--- src/common/spf_defines.svh ---
`ifndef SPF_DEFINES_SVH
`define SPF_DEFINES_SVH

// Instruction byte values.
`define SPF_OP_READ 8'h03
`define SPF_OP_STAT_RD 8'h05
`define SPF_OP_STAT_WR 8'h01
`define SPF_OP_PAGE_WRITE 8'h0A
`define SPF_OP_PAGE_PROG 8'h02
`define SPF_OP_PAGE_ERASE 8'hDB
`define SPF_OP_SUBS_ERASE 8'h20
`define SPF_OP_SECT_ERASE 8'hD8
`define SPF_OP_BULK_ERASE 8'hC7

// Array geometry: 8 sectors of 16 subsectors of 16 pages of 256 bytes.
`define SPF_ARRAY_W 19
`define SPF_SECT_HI 18
`define SPF_SECT_LO 16
`define SPF_PAGE_BYTES 9'h100
`define SPF_BYTE_W 8

// Serial framing.
`define SPF_BIT_LAST 3'h7
`define SPF_ADDR_LAST 2'h2

// Status byte layout.
`define SPF_ST_SWD 7
`define SPF_ST_BP_HI 4
`define SPF_ST_BP_LO 2
`define SPF_ST_BUSY 0

// Synchroniser lanes and their values after reset. The select lane starts
// low, so a select that is already low at release is not seen as a fall.
`define SPF_PIN_SCK 0
`define SPF_PIN_CS 1
`define SPF_PIN_MOSI 2
`define SPF_PIN_RST 3
`define SPF_PIN_LOCK 4
`define SPF_PIN_IDLE 5'h18

// Protected sector masks, top sectors first.
`define SPF_PROT_NONE 8'h00
`define SPF_PROT_TOP1 8'h80
`define SPF_PROT_TOP2 8'hC0
`define SPF_PROT_TOP4 8'hF0
`define SPF_PROT_ALL 8'hFF

`endif

--- src/common/spf_pkg.sv ---
`default_nettype none
package spf_pkg;
`include "spf_defines.svh"

typedef enum logic [2:0] {
    KIND_PAGE_WRITE,
    KIND_PAGE_PROG,
    KIND_PAGE_ERASE,
    KIND_SUBS_ERASE,
    KIND_SECT_ERASE,
    KIND_BULK_ERASE
} spf_kind_t;

typedef enum logic [2:0] {
    ST_IDLE,
    ST_CMD,
    ST_ADDR,
    ST_DATA,
    ST_READ,
    ST_STAT_OUT,
    ST_STAT_IN,
    ST_IGNORE
} spf_state_t;

typedef struct packed {
    spf_kind_t kind;
    logic [`SPF_ARRAY_W-1:0] addr;
    logic [8:0] count;
} spf_op_t;

typedef struct packed {
    logic first;
    logic [7:0] offset;
    logic [7:0] data;
} spf_wbyte_t;

endpackage
`default_nettype wire

--- src/design/spf_buf2.sv ---
`timescale 1ns/1ps
`default_nettype none
module spf_buf2 #(
    parameter int W = 8
) (
    // Clock and control
    input wire logic clk_sys,
    input wire logic reset_n,
    input wire logic clk_en,
    // Filling side
    input wire logic in_valid,
    output logic in_ready,
    input wire logic [W-1:0] in_data,
    // Draining side
    output logic out_valid,
    input wire logic out_ready,
    output logic [W-1:0] out_data
);
    logic [W-1:0] ent_reg [2];
    logic wr_ptr_reg;
    logic rd_ptr_reg;
    logic [1:0] cnt_reg;
    logic push;
    logic pop;

    assign in_ready = (cnt_reg != 2'h2);
    assign out_valid = (cnt_reg != 2'h0);
    assign out_data = ent_reg[rd_ptr_reg];
    assign push = clk_en && in_valid && in_ready;
    assign pop = clk_en && out_valid && out_ready;

    always_ff @(posedge clk_sys) begin
        if (push) begin
            ent_reg[wr_ptr_reg] <= in_data;
        end
    end

    always_ff @(posedge clk_sys or negedge reset_n) begin
        if (!reset_n) begin
            wr_ptr_reg <= 1'b0;
            rd_ptr_reg <= 1'b0;
            cnt_reg <= 2'h0;
        end else begin
            if (push) begin
                wr_ptr_reg <= ~wr_ptr_reg;
            end
            if (pop) begin
                rd_ptr_reg <= ~rd_ptr_reg;
            end
            if (push && !pop) begin
                cnt_reg <= cnt_reg + 2'h1;
            end else if (pop && !push) begin
                cnt_reg <= cnt_reg - 2'h1;
            end
        end
    end
endmodule // spf_buf2
`default_nettype wire

--- src/design/spf_top.sv ---
// Notes on behaviour
// - Output bit changes on serial clock fall.
// - Input bits sampled on serial clock rise.
// - Deselected: output pin stays high impedance.
// - Deselected and idle means standby power.
// - Select low means active power mode.
// - No instruction before first select fall.
// - Reset pin high: normal operation.
// - Reset pin low: reset mode, output floats.
// - Reset during internal cycle may lose data.
// - Page write/program takes 1 to 256 bytes.
// - Page write is erase then program.
// - Eight sectors of sixteen subsectors each.
// - Page 256 bytes, boundaries from low bits.
// - Erase page, subsector, sector or whole array.
// - Protection granularity is one sector.
// - Only protect bits and write-disable writable.
// - Lock pin with write-disable freezes protection.
// - Subsector erase addresses 4-Kbyte units.
// - Both idle-low and idle-high clock modes.
// - Lock pin low protects top 256 pages.
`timescale 1ns/1ps
`default_nettype none
module spf_top
    import spf_pkg::*;
(
    // Clock, reset and enable
    input wire logic clk_sys,
    input wire logic reset_n,
    input wire logic clk_en,
    // Serial pins
    input wire logic sck_pin,
    input wire logic cs_n_pin,
    input wire logic mosi_pin,
    input wire logic hw_reset_n_pin,
    input wire logic top_lock_n,
    output logic miso_o,
    output logic miso_oe,
    // Array operations
    input wire logic cycle_busy,
    output logic op_valid,
    output spf_op_t op_out,
    output logic cycle_abort,
    // Array reads
    output logic rd_req,
    output logic [`SPF_ARRAY_W-1:0] rd_addr,
    input wire logic [7:0] rd_data,
    // Array write data
    output logic wr_valid,
    input wire logic wr_ready,
    output spf_wbyte_t wr_byte,
    // Status
    output logic power_active,
    output logic data_overrun,
    output logic [2:0] block_protect,
    output logic status_write_disable
);
    logic [4:0] pin_meta_reg;
    logic [4:0] pin_sync_reg;
    logic [4:0] pin_prev_reg;
    logic sck_s, cs_s, mosi_s, rst_s, lock_s;
    logic rise, fall, cs_fall, cs_rise, frame_rst, byte_done;
    logic [7:0] byte_in;
    spf_state_t state_reg;
    logic [2:0] bit_cnt_reg;
    logic [7:0] shift_in_reg;
    logic [7:0] opcode_reg;
    logic [23:0] addr_reg;
    logic [1:0] addr_cnt_reg;
    logic [8:0] data_cnt_reg;
    logic complete_reg;
    logic [7:0] stat_pend_reg;
    logic [7:0] miso_sr_reg;
    logic [7:0] next_byte_reg;
    logic rise_seen_reg, out_en_reg, rd_req_reg, rd_fetch_reg;
    logic [`SPF_ARRAY_W-1:0] rd_addr_reg;
    logic [2:0] bp_reg;
    logic swd_reg;
    logic op_valid_reg, abort_reg, power_reg, overrun_reg;
    spf_op_t op_reg;
    logic addr_done, read_start, read_load, buf_in_valid, buf_in_ready;
    logic [7:0] status_byte, prot_mask;
    logic is_array_op, prot_hit;
    spf_kind_t kind;
    spf_wbyte_t buf_in_data;

    ////////////////////////////////////////////////////////////////////////
    // Pin synchronisers and edge detection.
    // The serial clock is sampled, so it must stay well below clk_sys / 4.

    always_ff @(posedge clk_sys or negedge reset_n) begin
        if (!reset_n) begin
            pin_meta_reg <= `SPF_PIN_IDLE;
            pin_sync_reg <= `SPF_PIN_IDLE;
            pin_prev_reg <= `SPF_PIN_IDLE;
        end else if (clk_en) begin
            pin_meta_reg <= {top_lock_n, hw_reset_n_pin, mosi_pin, cs_n_pin,
                             sck_pin};
            pin_sync_reg <= pin_meta_reg;
            pin_prev_reg <= pin_sync_reg;
        end
    end

    assign sck_s = pin_sync_reg[`SPF_PIN_SCK];
    assign cs_s = pin_sync_reg[`SPF_PIN_CS];
    assign mosi_s = pin_sync_reg[`SPF_PIN_MOSI];
    assign rst_s = pin_sync_reg[`SPF_PIN_RST];
    assign lock_s = pin_sync_reg[`SPF_PIN_LOCK];
    // Both clock modes share the same edges; only the idle level differs.
    assign rise = clk_en && sck_s && !pin_prev_reg[`SPF_PIN_SCK];
    assign fall = clk_en && !sck_s && pin_prev_reg[`SPF_PIN_SCK];
    assign cs_fall = clk_en && !cs_s && pin_prev_reg[`SPF_PIN_CS];
    assign cs_rise = clk_en && cs_s && !pin_prev_reg[`SPF_PIN_CS];
    assign frame_rst = cs_s || !rst_s;
    assign byte_done = rise && !frame_rst && !cs_fall &&
                       (bit_cnt_reg == `SPF_BIT_LAST);
    assign byte_in = {shift_in_reg[6:0], mosi_s};
    assign addr_done = byte_done && (state_reg == ST_ADDR) &&
                       (addr_cnt_reg == `SPF_ADDR_LAST);
    assign read_start = addr_done && (opcode_reg == `SPF_OP_READ);

    ////////////////////////////////////////////////////////////////////////
    // Instruction framing.

    always_ff @(posedge clk_sys or negedge reset_n) begin
        if (!reset_n) begin
            state_reg <= ST_IDLE;
            bit_cnt_reg <= 3'h0;
            shift_in_reg <= 8'h00;
            opcode_reg <= 8'h00;
            addr_reg <= 24'h00_0000;
            addr_cnt_reg <= 2'h0;
            data_cnt_reg <= 9'h000;
            complete_reg <= 1'b0;
            stat_pend_reg <= 8'h00;
        end else if (clk_en) begin
            if (frame_rst) begin
                state_reg <= ST_IDLE;
                bit_cnt_reg <= 3'h0;
                addr_cnt_reg <= 2'h0;
                data_cnt_reg <= 9'h000;
                complete_reg <= 1'b0;
            end else if (cs_fall) begin
                state_reg <= ST_CMD;
                bit_cnt_reg <= 3'h0;
            end else if (rise && state_reg != ST_IDLE) begin
                bit_cnt_reg <= bit_cnt_reg + 3'h1;
                shift_in_reg <= byte_in;
                if (bit_cnt_reg == `SPF_BIT_LAST) begin
                    case (state_reg)
                        ST_CMD: begin
                            opcode_reg <= byte_in;
                            case (byte_in)
                                `SPF_OP_READ, `SPF_OP_PAGE_WRITE,
                                `SPF_OP_PAGE_PROG, `SPF_OP_PAGE_ERASE,
                                `SPF_OP_SUBS_ERASE, `SPF_OP_SECT_ERASE: begin
                                    state_reg <= ST_ADDR;
                                end
                                `SPF_OP_BULK_ERASE: begin
                                    state_reg <= ST_IGNORE;
                                    complete_reg <= 1'b1;
                                end
                                `SPF_OP_STAT_RD: state_reg <= ST_STAT_OUT;
                                `SPF_OP_STAT_WR: state_reg <= ST_STAT_IN;
                                default: state_reg <= ST_IGNORE;
                            endcase
                        end
                        ST_ADDR: begin
                            addr_reg <= {addr_reg[15:0], byte_in};
                            addr_cnt_reg <= addr_cnt_reg + 2'h1;
                            if (addr_cnt_reg == `SPF_ADDR_LAST) begin
                                if (opcode_reg == `SPF_OP_READ) begin
                                    state_reg <= ST_READ;
                                end else if (opcode_reg == `SPF_OP_PAGE_WRITE ||
                                    opcode_reg == `SPF_OP_PAGE_PROG) begin
                                    state_reg <= ST_DATA;
                                end else begin
                                    state_reg <= ST_IGNORE;
                                    complete_reg <= 1'b1;
                                end
                            end
                        end
                        ST_DATA: begin
                            // The count holds at 256, so bytes past 256 all land on the start offset.
                            if (buf_in_ready) begin
                                complete_reg <= 1'b1;
                                if (data_cnt_reg != `SPF_PAGE_BYTES) begin
                                    data_cnt_reg <= data_cnt_reg + 9'h001;
                                end
                            end else begin
                                complete_reg <= 1'b0;
                                state_reg <= ST_IGNORE;
                            end
                        end
                        ST_STAT_IN: begin
                            stat_pend_reg <= byte_in;
                            complete_reg <= 1'b1;
                            state_reg <= ST_IGNORE;
                        end
                        default: begin
                        end
                    endcase
                end
            end
        end
    end

    ////////////////////////////////////////////////////////////////////////
    // Serial output and array reads.

    always_comb begin
        status_byte = 8'h00;
        status_byte[`SPF_ST_SWD] = swd_reg;
        status_byte[`SPF_ST_BP_HI:`SPF_ST_BP_LO] = bp_reg;
        status_byte[`SPF_ST_BUSY] = cycle_busy;
    end

    assign read_load = fall && rise_seen_reg && !frame_rst &&
                       bit_cnt_reg == 3'h0 && state_reg == ST_READ;

    always_ff @(posedge clk_sys or negedge reset_n) begin
        if (!reset_n) begin
            miso_sr_reg <= 8'h00;
            rise_seen_reg <= 1'b0;
            out_en_reg <= 1'b0;
        end else if (clk_en) begin
            if (frame_rst || cs_fall) begin
                rise_seen_reg <= 1'b0;
                out_en_reg <= 1'b0;
            end else if (rise) begin
                rise_seen_reg <= 1'b1;
            end
            // An idle-high clock falls once before its first rise; that
            // edge must not shift anything out.
            if (fall && rise_seen_reg && !frame_rst) begin
                if (bit_cnt_reg == 3'h0 && state_reg == ST_STAT_OUT) begin
                    miso_sr_reg <= status_byte;
                    out_en_reg <= 1'b1;
                end else if (read_load) begin
                    miso_sr_reg <= next_byte_reg;
                    out_en_reg <= 1'b1;
                end else begin
                    miso_sr_reg <= {miso_sr_reg[6:0], 1'b0};
                end
            end
        end
    end

    // One byte is always prefetched; rd_data is taken one enabled cycle after rd_req.
    always_ff @(posedge clk_sys or negedge reset_n) begin
        if (!reset_n) begin
            rd_req_reg <= 1'b0;
            rd_fetch_reg <= 1'b0;
            rd_addr_reg <= '0;
            next_byte_reg <= 8'h00;
        end else if (clk_en) begin
            rd_req_reg <= read_start || read_load;
            rd_fetch_reg <= rd_req_reg;
            if (read_start) begin
                rd_addr_reg <= {addr_reg[10:0], byte_in};
            end else if (rd_req_reg) begin
                rd_addr_reg <= rd_addr_reg + 1'b1;
            end
            if (rd_fetch_reg) begin
                next_byte_reg <= rd_data;
            end
        end
    end

    assign miso_o = miso_sr_reg[7];
    assign miso_oe = out_en_reg && !cs_s && rst_s;
    assign rd_req = rd_req_reg;
    assign rd_addr = rd_addr_reg;

    ////////////////////////////////////////////////////////////////////////
    // Write data buffer.

    assign buf_in_valid = byte_done && state_reg == ST_DATA;
    assign buf_in_data.first = (data_cnt_reg == 9'h000);
    assign buf_in_data.offset = addr_reg[7:0] + data_cnt_reg[7:0];
    assign buf_in_data.data = byte_in;

    spf_buf2 #(
        .W($bits(spf_wbyte_t))
    ) u_buf (
        .clk_sys(clk_sys),
        .reset_n(reset_n),
        .clk_en(clk_en),
        .in_valid(buf_in_valid),
        .in_ready(buf_in_ready),
        .in_data(buf_in_data),
        .out_valid(wr_valid),
        .out_ready(wr_ready),
        .out_data(wr_byte)
    );

    ////////////////////////////////////////////////////////////////////////
    // Protection and operation issue.

    always_comb begin
        case (bp_reg)
            3'h0: prot_mask = `SPF_PROT_NONE;
            3'h1: prot_mask = `SPF_PROT_TOP1;
            3'h2: prot_mask = `SPF_PROT_TOP2;
            3'h3: prot_mask = `SPF_PROT_TOP4;
            default: prot_mask = `SPF_PROT_ALL;
        endcase
        if (!lock_s) begin
            prot_mask = prot_mask | `SPF_PROT_TOP1;
        end
    end

    always_comb begin
        is_array_op = 1'b1;
        case (opcode_reg)
            `SPF_OP_PAGE_WRITE: kind = KIND_PAGE_WRITE;
            `SPF_OP_PAGE_PROG: kind = KIND_PAGE_PROG;
            `SPF_OP_PAGE_ERASE: kind = KIND_PAGE_ERASE;
            `SPF_OP_SUBS_ERASE: kind = KIND_SUBS_ERASE;
            `SPF_OP_SECT_ERASE: kind = KIND_SECT_ERASE;
            `SPF_OP_BULK_ERASE: kind = KIND_BULK_ERASE;
            default: begin
                kind = KIND_PAGE_PROG;
                is_array_op = 1'b0;
            end
        endcase
        if (kind == KIND_BULK_ERASE) begin
            prot_hit = |prot_mask;
        end else begin
            prot_hit = prot_mask[addr_reg[`SPF_SECT_HI:`SPF_SECT_LO]];
        end
    end

    always_ff @(posedge clk_sys or negedge reset_n) begin
        if (!reset_n) begin
            op_valid_reg <= 1'b0;
            op_reg <= '0;
            bp_reg <= 3'h0;
            swd_reg <= 1'b0;
        end else if (clk_en) begin
            op_valid_reg <= 1'b0;
            if (cs_rise && rst_s && complete_reg) begin
                if (is_array_op && !prot_hit && !cycle_busy) begin
                    op_valid_reg <= 1'b1;
                    op_reg.kind <= kind;
                    op_reg.addr <= addr_reg[`SPF_ARRAY_W-1:0];
                    op_reg.count <= data_cnt_reg;
                end
                if (opcode_reg == `SPF_OP_STAT_WR && !(swd_reg && !lock_s)) begin
                    bp_reg <= stat_pend_reg[`SPF_ST_BP_HI:`SPF_ST_BP_LO];
                    swd_reg <= stat_pend_reg[`SPF_ST_SWD];
                end
            end
        end
    end

    always_ff @(posedge clk_sys or negedge reset_n) begin
        if (!reset_n) begin
            abort_reg <= 1'b0;
            power_reg <= 1'b0;
            overrun_reg <= 1'b0;
        end else if (clk_en) begin
            abort_reg <= !rst_s && pin_prev_reg[`SPF_PIN_RST] &&
                         cycle_busy;
            power_reg <= !cs_s || cycle_busy;
            if (buf_in_valid && !buf_in_ready) begin
                overrun_reg <= 1'b1;
            end else if (cs_fall) begin
                overrun_reg <= 1'b0;
            end
        end
    end

    assign op_valid = op_valid_reg;
    assign op_out = op_reg;
    assign cycle_abort = abort_reg;
    assign power_active = power_reg;
    assign data_overrun = overrun_reg;
    assign block_protect = bp_reg;
    assign status_write_disable = swd_reg;
endmodule // spf_top
`default_nettype wire

--- config.mk ---
export PLATFORM = sky130hd
export DESIGN_NAME = spf_top
export DESIGN_NICKNAME = d
export VERILOG_FILES = /design/src/common/spf_pkg.sv /design/src/design/spf_buf2.sv /design/src/design/spf_top.sv
export VERILOG_INCLUDE_DIRS = /design/src /design/src/common
export SDC_FILE = /design/constraint.sdc
export NUM_CORES = 1
export LEC_CHECK = 0
export ABC_CLOCK_PERIOD_IN_PS = 5900
export BUFFER_PORTS_ARGS = -buffer_cell sky130_fd_sc_hd__buf_2
export CORE_ASPECT_RATIO = 0.8
export CORE_MARGIN = 3
export CORE_UTILIZATION = 43
export CTS_BUF_LIST = sky130_fd_sc_hd__clkbuf_4 sky130_fd_sc_hd__clkbuf_8
export CTS_CLUSTER_DIAMETER = 30
export DETAILED_ROUTE_END_ITERATION = 7
export PLACE_DENSITY_LB_ADDON = 0.05
export SYNTH_ARGS = -nofsm -noshare
export SYNTH_HDL_FRONTEND = slang
export SYNTH_SLANG_ARGS = --single-unit
--- constraint.sdc ---
create_clock -name clk_sys -period 5.9 [get_ports clk_sys]
set_clock_uncertainty 0.1 [all_clocks]
set_input_delay 0.295 -clock clk_sys [delete_from_list [all_inputs] [get_ports clk_sys]]
set_output_delay 0.295 -clock clk_sys [all_outputs]
set_load 0.05 [all_outputs]
* After elaboration in Yosys (flattened, before gate mapping) *
Memories as Yosys holds them, arrays and structs flattened.
Index checks and enable logic that the tools add are counted.
Widths: inputs -> output; s select.

operators by class
  equality and inequality tests = 38
  bitwise operators = 4
  $add $sub $neg = 7
  muxes and demuxes = 60
  shift operators = 0
  order comparisons = 1
  reduce and logical (&&, ||, !) cells = 95
  divide/modulo/power cells = 0
  multipliers = 0

operator list
  cell                   number
  $mux 9                 7
  $eq 8x8->1 const B     6
  $logic_and 1x1->1      38
  $mux 19                2
  $mux 3                 11
  $eq 8x2->1 const B     4
  $pmux 8 s4             1
  $mux 1                 24
  $mux 8                 3
  $reduce_and 6->1       4
  $reduce_bool 2->1      11
  $add 19x1->19 const B  1
  $eq 8x1->1 const B     2
  $eq 8x4->1 const B     2
  $eq 8x6->1 const B     2
  $eq 3x3->1 const B     5
  $pmux 3 s5             1
  $logic_not 1->1        14
  $mux 2                 7
  $eq 3x2->1 const B     4
  $pmux 3 s4             1
  $reduce_and 2->1       6
  $reduce_or 6->1        2
  $add 9x1->9 const B    1
  other kinds (31)       46

storage, ports and cells
  bits in read-only memories = 0
  output and inout bits = 79
  bits in registers = 156
  word-level logic and storage cells = 237
  latch bits = 0
  memories = 1
  RAM bits = 34

memory list
  name           depth  bits a word  read ports  clocked after Yosys merged registers in  write ports  line            source
  u_buf.ent_reg  2      17           1           0                                        1            spf_buf2.sv:19  logic [W-1:0] ent_reg [2];

* Logic depth before layout (Yosys ltp) *
  depth after elaboration = 13
  depth in mapped cells = 9
  depth with buffers taken out = 8

* Modules after synthesis *
Synthesis repeated with hierarchy kept, for this count alone.

second synthesis, totals
  cells, all modules = 744
  area total of the unflattened synthesis = 9004.9 sq um

modules (own cells, without submodules)
  module    area each (sq um)  cells an instance  sequential area each (sq um)  times used
  spf_top   7532.2             674                3684.8                        1
  spf_buf2  1472.7             70                 1121.1                        1

* Least setup slack after synthesis *
No wires, ideal clock.

  kind = register -> register
  start = register pin_prev_reg[0]
  end = memory u_buf.ent_reg[0][0] (netlist bit) (enable)
  slack = 2.637 ns
  data required time = 5.365 ns
  path buffers = 0
  arrival time = 2.728 ns
  period minus slack after synthesis = 3.263 ns
  stages on the path, launching flop included = 5
  library setup time = 0.435 ns
  cells stage by stage = dfrtp_1 > nand3b_2 > nor3_1 > nand2_1 > nor4_1

on the way
  longest elaborated chain between the ends = 10

RTL lines
  item                             line            source
  from (decl)                      spf_top.sv:60   logic [4:0] pin_prev_reg;
  from (signal assigned)           spf_top.sv:95   pin_prev_reg <= `SPF_PIN_IDLE;
  from (signal assigned)           spf_top.sv:100  pin_prev_reg <= pin_sync_reg;
  $logic_not 1->1                  spf_top.sv:110  assign rise = clk_en && sck_s && !pin_prev_reg[`SPF_PIN_SCK];
  $logic_and 1x1->1                spf_top.sv:110
  $logic_and 1x1->1 (3 in series)  spf_top.sv:115  assign byte_done = rise && !frame_rst && !cs_fall &&
  $logic_and 1x1->1                spf_top.sv:278  assign buf_in_valid = byte_done && state_reg == ST_DATA;
  $logic_and 1x1->1 (2 in series)  spf_buf2.sv:29  assign push = clk_en && in_valid && in_ready;
  $mux 1                           spf_buf2.sv:33  if (push) begin
  $mux 1 (implied by the code)     spf_buf2.sv:34  ent_reg[wr_ptr_reg] <= in_data;
  to (decl)                        spf_buf2.sv:19

Every way passes these cells.

* Worst setup path in the final report *
  start = register pin_sync_reg[3]
  end = memory u_buf.ent_reg[1][4] (netlist bit) (enable)

on the way
  longest elaborated chain between the ends = 11

RTL lines
  item                             line            source
  from (decl)                      spf_top.sv:59   logic [4:0] pin_sync_reg;
  from (signal assigned)           spf_top.sv:94   pin_sync_reg <= `SPF_PIN_IDLE;
  from (signal assigned)           spf_top.sv:99   pin_sync_reg <= pin_meta_reg;
  $logic_not 1->1                  spf_top.sv:114  assign frame_rst = cs_s || !rst_s;
  $logic_or 1x1->1                 spf_top.sv:114
  $logic_not 1->1                  spf_top.sv:115
  $logic_and 1x1->1 (3 in series)  spf_top.sv:115
  $logic_and 1x1->1                spf_top.sv:278
  $logic_and 1x1->1 (2 in series)  spf_buf2.sv:29
  net u_buf.push                   spf_buf2.sv:23  logic push;
  $mux 1                           spf_buf2.sv:33
  $mux 1 (implied by the code)     spf_buf2.sv:34

The timed path passes the listed nets, and every way through them passes these cells.

==> impl_summary.log <==
INFO  metric drt_pass1_iterations = 5
INFO  metric finalCriticalPeriod = approximately 2.9 ns
INFO  metric power.leakage = roughly 4.4 nW
INFO  metric slew_violations = 0
INFO  metric timing.critical_path.to_type = flop
INFO  metric detailedRoute.firstIterationViolations = roughly 400
INFO  metric r2r.worst_path.cells = 5
INFO  metric postRouteAntennaNets = 0
INFO  metric ctsRootBufferMaster = sky130_fd_sc_hd__clkbuf_8
INFO  metric status = finished clean
INFO  metric synthDistinctLibCells = 70
INFO  metric synthesis.area_per_instance = 12.2 um2
INFO  metric maxCapViolCount = 0
INFO  metric fin_cells = between 1000 and 1500
INFO  metric p_per_area = about 250 mW/mm2
INFO  metric worst_path_dominant_cell_family = simple AND/OR/NAND/NOR gates
INFO  metric routed_via_density = 5.42
INFO  metric cpPeakStageDelay = around 0.70 ns
INFO  metric crit_path_frequent_cell = sky130_fd_sc_hd__nor3_1
INFO  metric reg2reg_from = pin_sync_reg[3]$_DFFE_PN1P_
INFO  metric timing.fmax = approximately 0.35 GHz
INFO  metric cts_tree = built
INFO  metric timing.critical_path.from_type = flop
INFO  metric criticalPathCategory = flop to flop
INFO  metric core_region_area = about 0.019 mm2
INFO  metric number_of_buffer_cells_added_on_primary_ports = 96
INFO  metric syn-num-nets = 736
INFO  metric worstPathCellList = nand2b_1, nor3_1, nand2_1, nor3_1, and2_1
INFO  metric yosysTopAreaCell = sky130_fd_sc_hd__dfrtp_1
INFO  metric crit_buf_inv = 0
INFO  metric cts_num_sinks = between 150 and 200
INFO  metric clk_path_buf_depth = 2
INFO  metric tritoncts_buffers = 17
INFO  metric synth_edf_count = 34
INFO  metric area_delta_synth_final = 14.2%
INFO  metric wl_per_cell = about 19 um
INFO  metric timing.hold.worst_endpoint = power_active$_DFFE_PN0P_
INFO  metric design_area = just under 0.01 mm2
INFO  metric grt-ovfl-total = 0
INFO  metric hold_path.class = input port to flop
INFO  metric tightest_slew = 0.957 ns
INFO  metric yosysWarningCount = 0
INFO  metric place_inst = roughly 1000
INFO  metric syn-instance-count = 702
INFO  metric grt_usage = 0.193
INFO  metric num_rows = 45
INFO  metric fin_crit_sh = 0.485
INFO  metric dieArea = roughly 0.022 mm2
INFO  metric netlist_top_cells_area = sky130_fd_sc_hd__dfrtp_1, sky130_fd_sc_hd__mux2_2, sky130_fd_sc_hd__edfxtp_1, sky130_fd_sc_hd__ha_1, sky130_fd_sc_hd__nor2_1
INFO  metric grt_setup_unrepaired = no
INFO  metric final-hold-violation-count = 0
INFO  metric setup_tns = 0 ns
INFO  metric synthArstFlopShare = 0.816
INFO  metric fraction_of_layout_cells_with_a_size_suffix_above_1 = 0.325
INFO  metric die_width = between 150 and 200 um
INFO  metric hpwl = ~14000 um
INFO  metric post_synth_most_frequent_cells = sky130_fd_sc_hd__dfrtp_1, sky130_fd_sc_hd__mux2_2, sky130_fd_sc_hd__nor2_1
INFO  metric postCtsSetupRepairBufs = 0
INFO  metric grt_max_degree = 94
INFO  metric synth_flop_cell = sky130_fd_sc_hd__dfrtp_1
INFO  metric finish.net_count = ~840
INFO  metric route.vias.total = between 5000 and 6000
INFO  metric starting_density_of_the_core = 0.444
INFO  metric largest_register_ffs = 34
INFO  metric antenna_found_initial = 0
INFO  metric placement.cell_area = slightly above 0.009 mm2
INFO  metric clk_pin_slew_worst_paths = 0.10 ns
INFO  metric htreeDepth = 4
INFO  metric syn-cell-area = around 0.0085 mm2
INFO  metric yosys_register_bits = 185
INFO  metric remaining_drcs = 0
INFO  metric totalWireLength = about 20000 um
INFO  metric synth_seq_area_share = 0.563
INFO  metric power.ir.vdd_worst = approximately 140 uV
INFO  metric slew_headroom = 0.361
INFO  metric grt_first_pass_wirelength = roughly 33000 um
INFO  metric path_max_fanout = 17
INFO  metric setup_viol_count_final = 0
INFO  metric synth_most_common_cell = sky130_fd_sc_hd__dfrtp_1
INFO  metric gp_routability_congestion = ~0.85
INFO  metric antenna_cells = 0
INFO  metric worst_skew_pair.late_latency = between 0.4 and 0.5 ns
INFO  metric regToRegEndpoint = u_buf.ent_reg[1][4]$_DFFE_PP_
INFO  metric critPathSlowestCell = sky130_fd_sc_hd__and2_1
INFO  metric worst-endpoint-required = a little under 6 ns
INFO  metric synth.top_cell.area_share = 0.428
INFO  metric holdCritStartpoint = cycle_busy
INFO  metric wp_data_arrival = roughly 2.9 ns
INFO  metric top_level_ports = just under 100
INFO  metric ff2ff_setup_slack = just over 3 ns
INFO  metric die_boundary_height = approximately 130 um
INFO  metric first_global_vias = 5801
INFO  metric worst_hold_path.num_cells = 2
==> power breakdown <==
part           switching (mW)  internal [mW]  total [mW]
sequential             0.0819           1.34        1.43
clock                   0.468          0.316       0.784
combinational           0.117         0.0852       0.203
total                   0.667           1.75        2.41
==> per-stage QoR <==
stage                     total power, mW  hold slack (ns)  utilization  setup slack, ns
after global routing                 2.52           0.0247        0.507             2.79
after detailed placement             1.65            0.338        0.481             2.90
after floorplan                      1.55           -0.101            -             2.64
final                                2.41           0.0500        0.507             3.04
after CTS                            2.43           0.0227        0.507             3.01
after global placement               1.64            0.327        0.481             2.95
==> kinds of logic (layout without fill, tap and decap cells) <==
group	count (synthesis)	in the layout	share of synthesized area
buf+inv	54	170	0.0261
simple gates	197	197	0.125
mux	120	120	0.157
flops	185	185	0.563
compound gates	101	101	0.0756
fa+ha+maj	16	16	0.0243
xor+xnor	29	29	0.0297
==> how the worst max path moves through the flow <==
stage	start	to	slack (ns)	cells past startpoint
2_1_floorplan	pin_prev_reg[0]$_DFFE_PN0P_	u_buf.ent_reg[0][0]$_DFFE_PP_	2.64	4
3_3_place_gp	clk_en	u_buf.ent_reg[1][11]$_DFFE_PP_	2.95	7
3_5_place_dp	clk_en	u_buf.ent_reg[1][11]$_DFFE_PP_	2.90	7
4_1_cts	pin_sync_reg[3]$_DFFE_PN1P_	u_buf.ent_reg[1][16]$_DFFE_PP_	3.01	5
5_1_grt	pin_sync_reg[3]$_DFFE_PN1P_	u_buf.ent_reg[1][8]$_DFFE_PP_	2.79	5
6_report	pin_sync_reg[3]$_DFFE_PN1P_	u_buf.ent_reg[1][4]$_DFFE_PP_	3.04	5
==> placed cells by master (no fill, tap or decap), drive strengths merged, types with 3 or more instances in the layout <==
| cell | n |
|---|---|
| nand2b | 5 |
| nand2 | 40 |
| a21boi | 3 |
| nor2 | 49 |
| mux2 | 112 |
| xnor2 | 14 |
| buf | 101 |
| o31ai | 6 |
| or3 | 7 |
| inv | 25 |
| clkbuf | 20 |
| nor4 | 5 |
| mux2i | 8 |
| clkinv | 6 |
| nand3b | 7 |
| and2 | 4 |
| or2 | 4 |
| o21ai | 30 |
| xor2 | 15 |
| nand3 | 22 |
| nor3 | 15 |
| dfstp | 5 |
| and3 | 6 |
| nor2b | 5 |
| dfrtp | 146 |
| or4 | 4 |
| dlygate4sd3 | 14 |
| edfxtp | 34 |
| o211ai | 5 |
| ha | 15 |
| nor4b | 5 |
| a21o | 3 |
| clkinvlp | 4 |
| a32o | 3 |
| nand4 | 13 |
| a21oi | 32 |
==> worst register-to-register path: stages, from the launching register on <==
cell                       delay, ns
sky130_fd_sc_hd__dfstp_2        0.56
sky130_fd_sc_hd__nand2b_1       0.29
sky130_fd_sc_hd__nor3_1         0.30
sky130_fd_sc_hd__nand2_1        0.19
sky130_fd_sc_hd__nor3_1         0.36
sky130_fd_sc_hd__and2_1         0.70
==> metal layers <==
metal  up-vias  GRT usage  wire (um)
met5         -          0          0
met4         0     0.0470        224
met3        23     0.0455        897
met2       131      0.267       8550
met1      2938      0.303      10200
li1       2737          -          -
==> layout make-up <==
cell class / count / area [um2]
multi-input combinational: 463 / 3520
inverter: 23 / 86.3
tap: 258 / 323
sequential: 185 / 4810
clock buffer: 20 / 263
timing repair buffer: 115 / 664
fill: 1750 / 9500
clock inverter: 12 / 92.6
==> repair_timing <==
item,4_1_cts,5_1_grt
endpoints found under the hold margin,103,0
hold buffers,14,0
gates resized for setup,0,0
(Power assumes the default switching activity.)
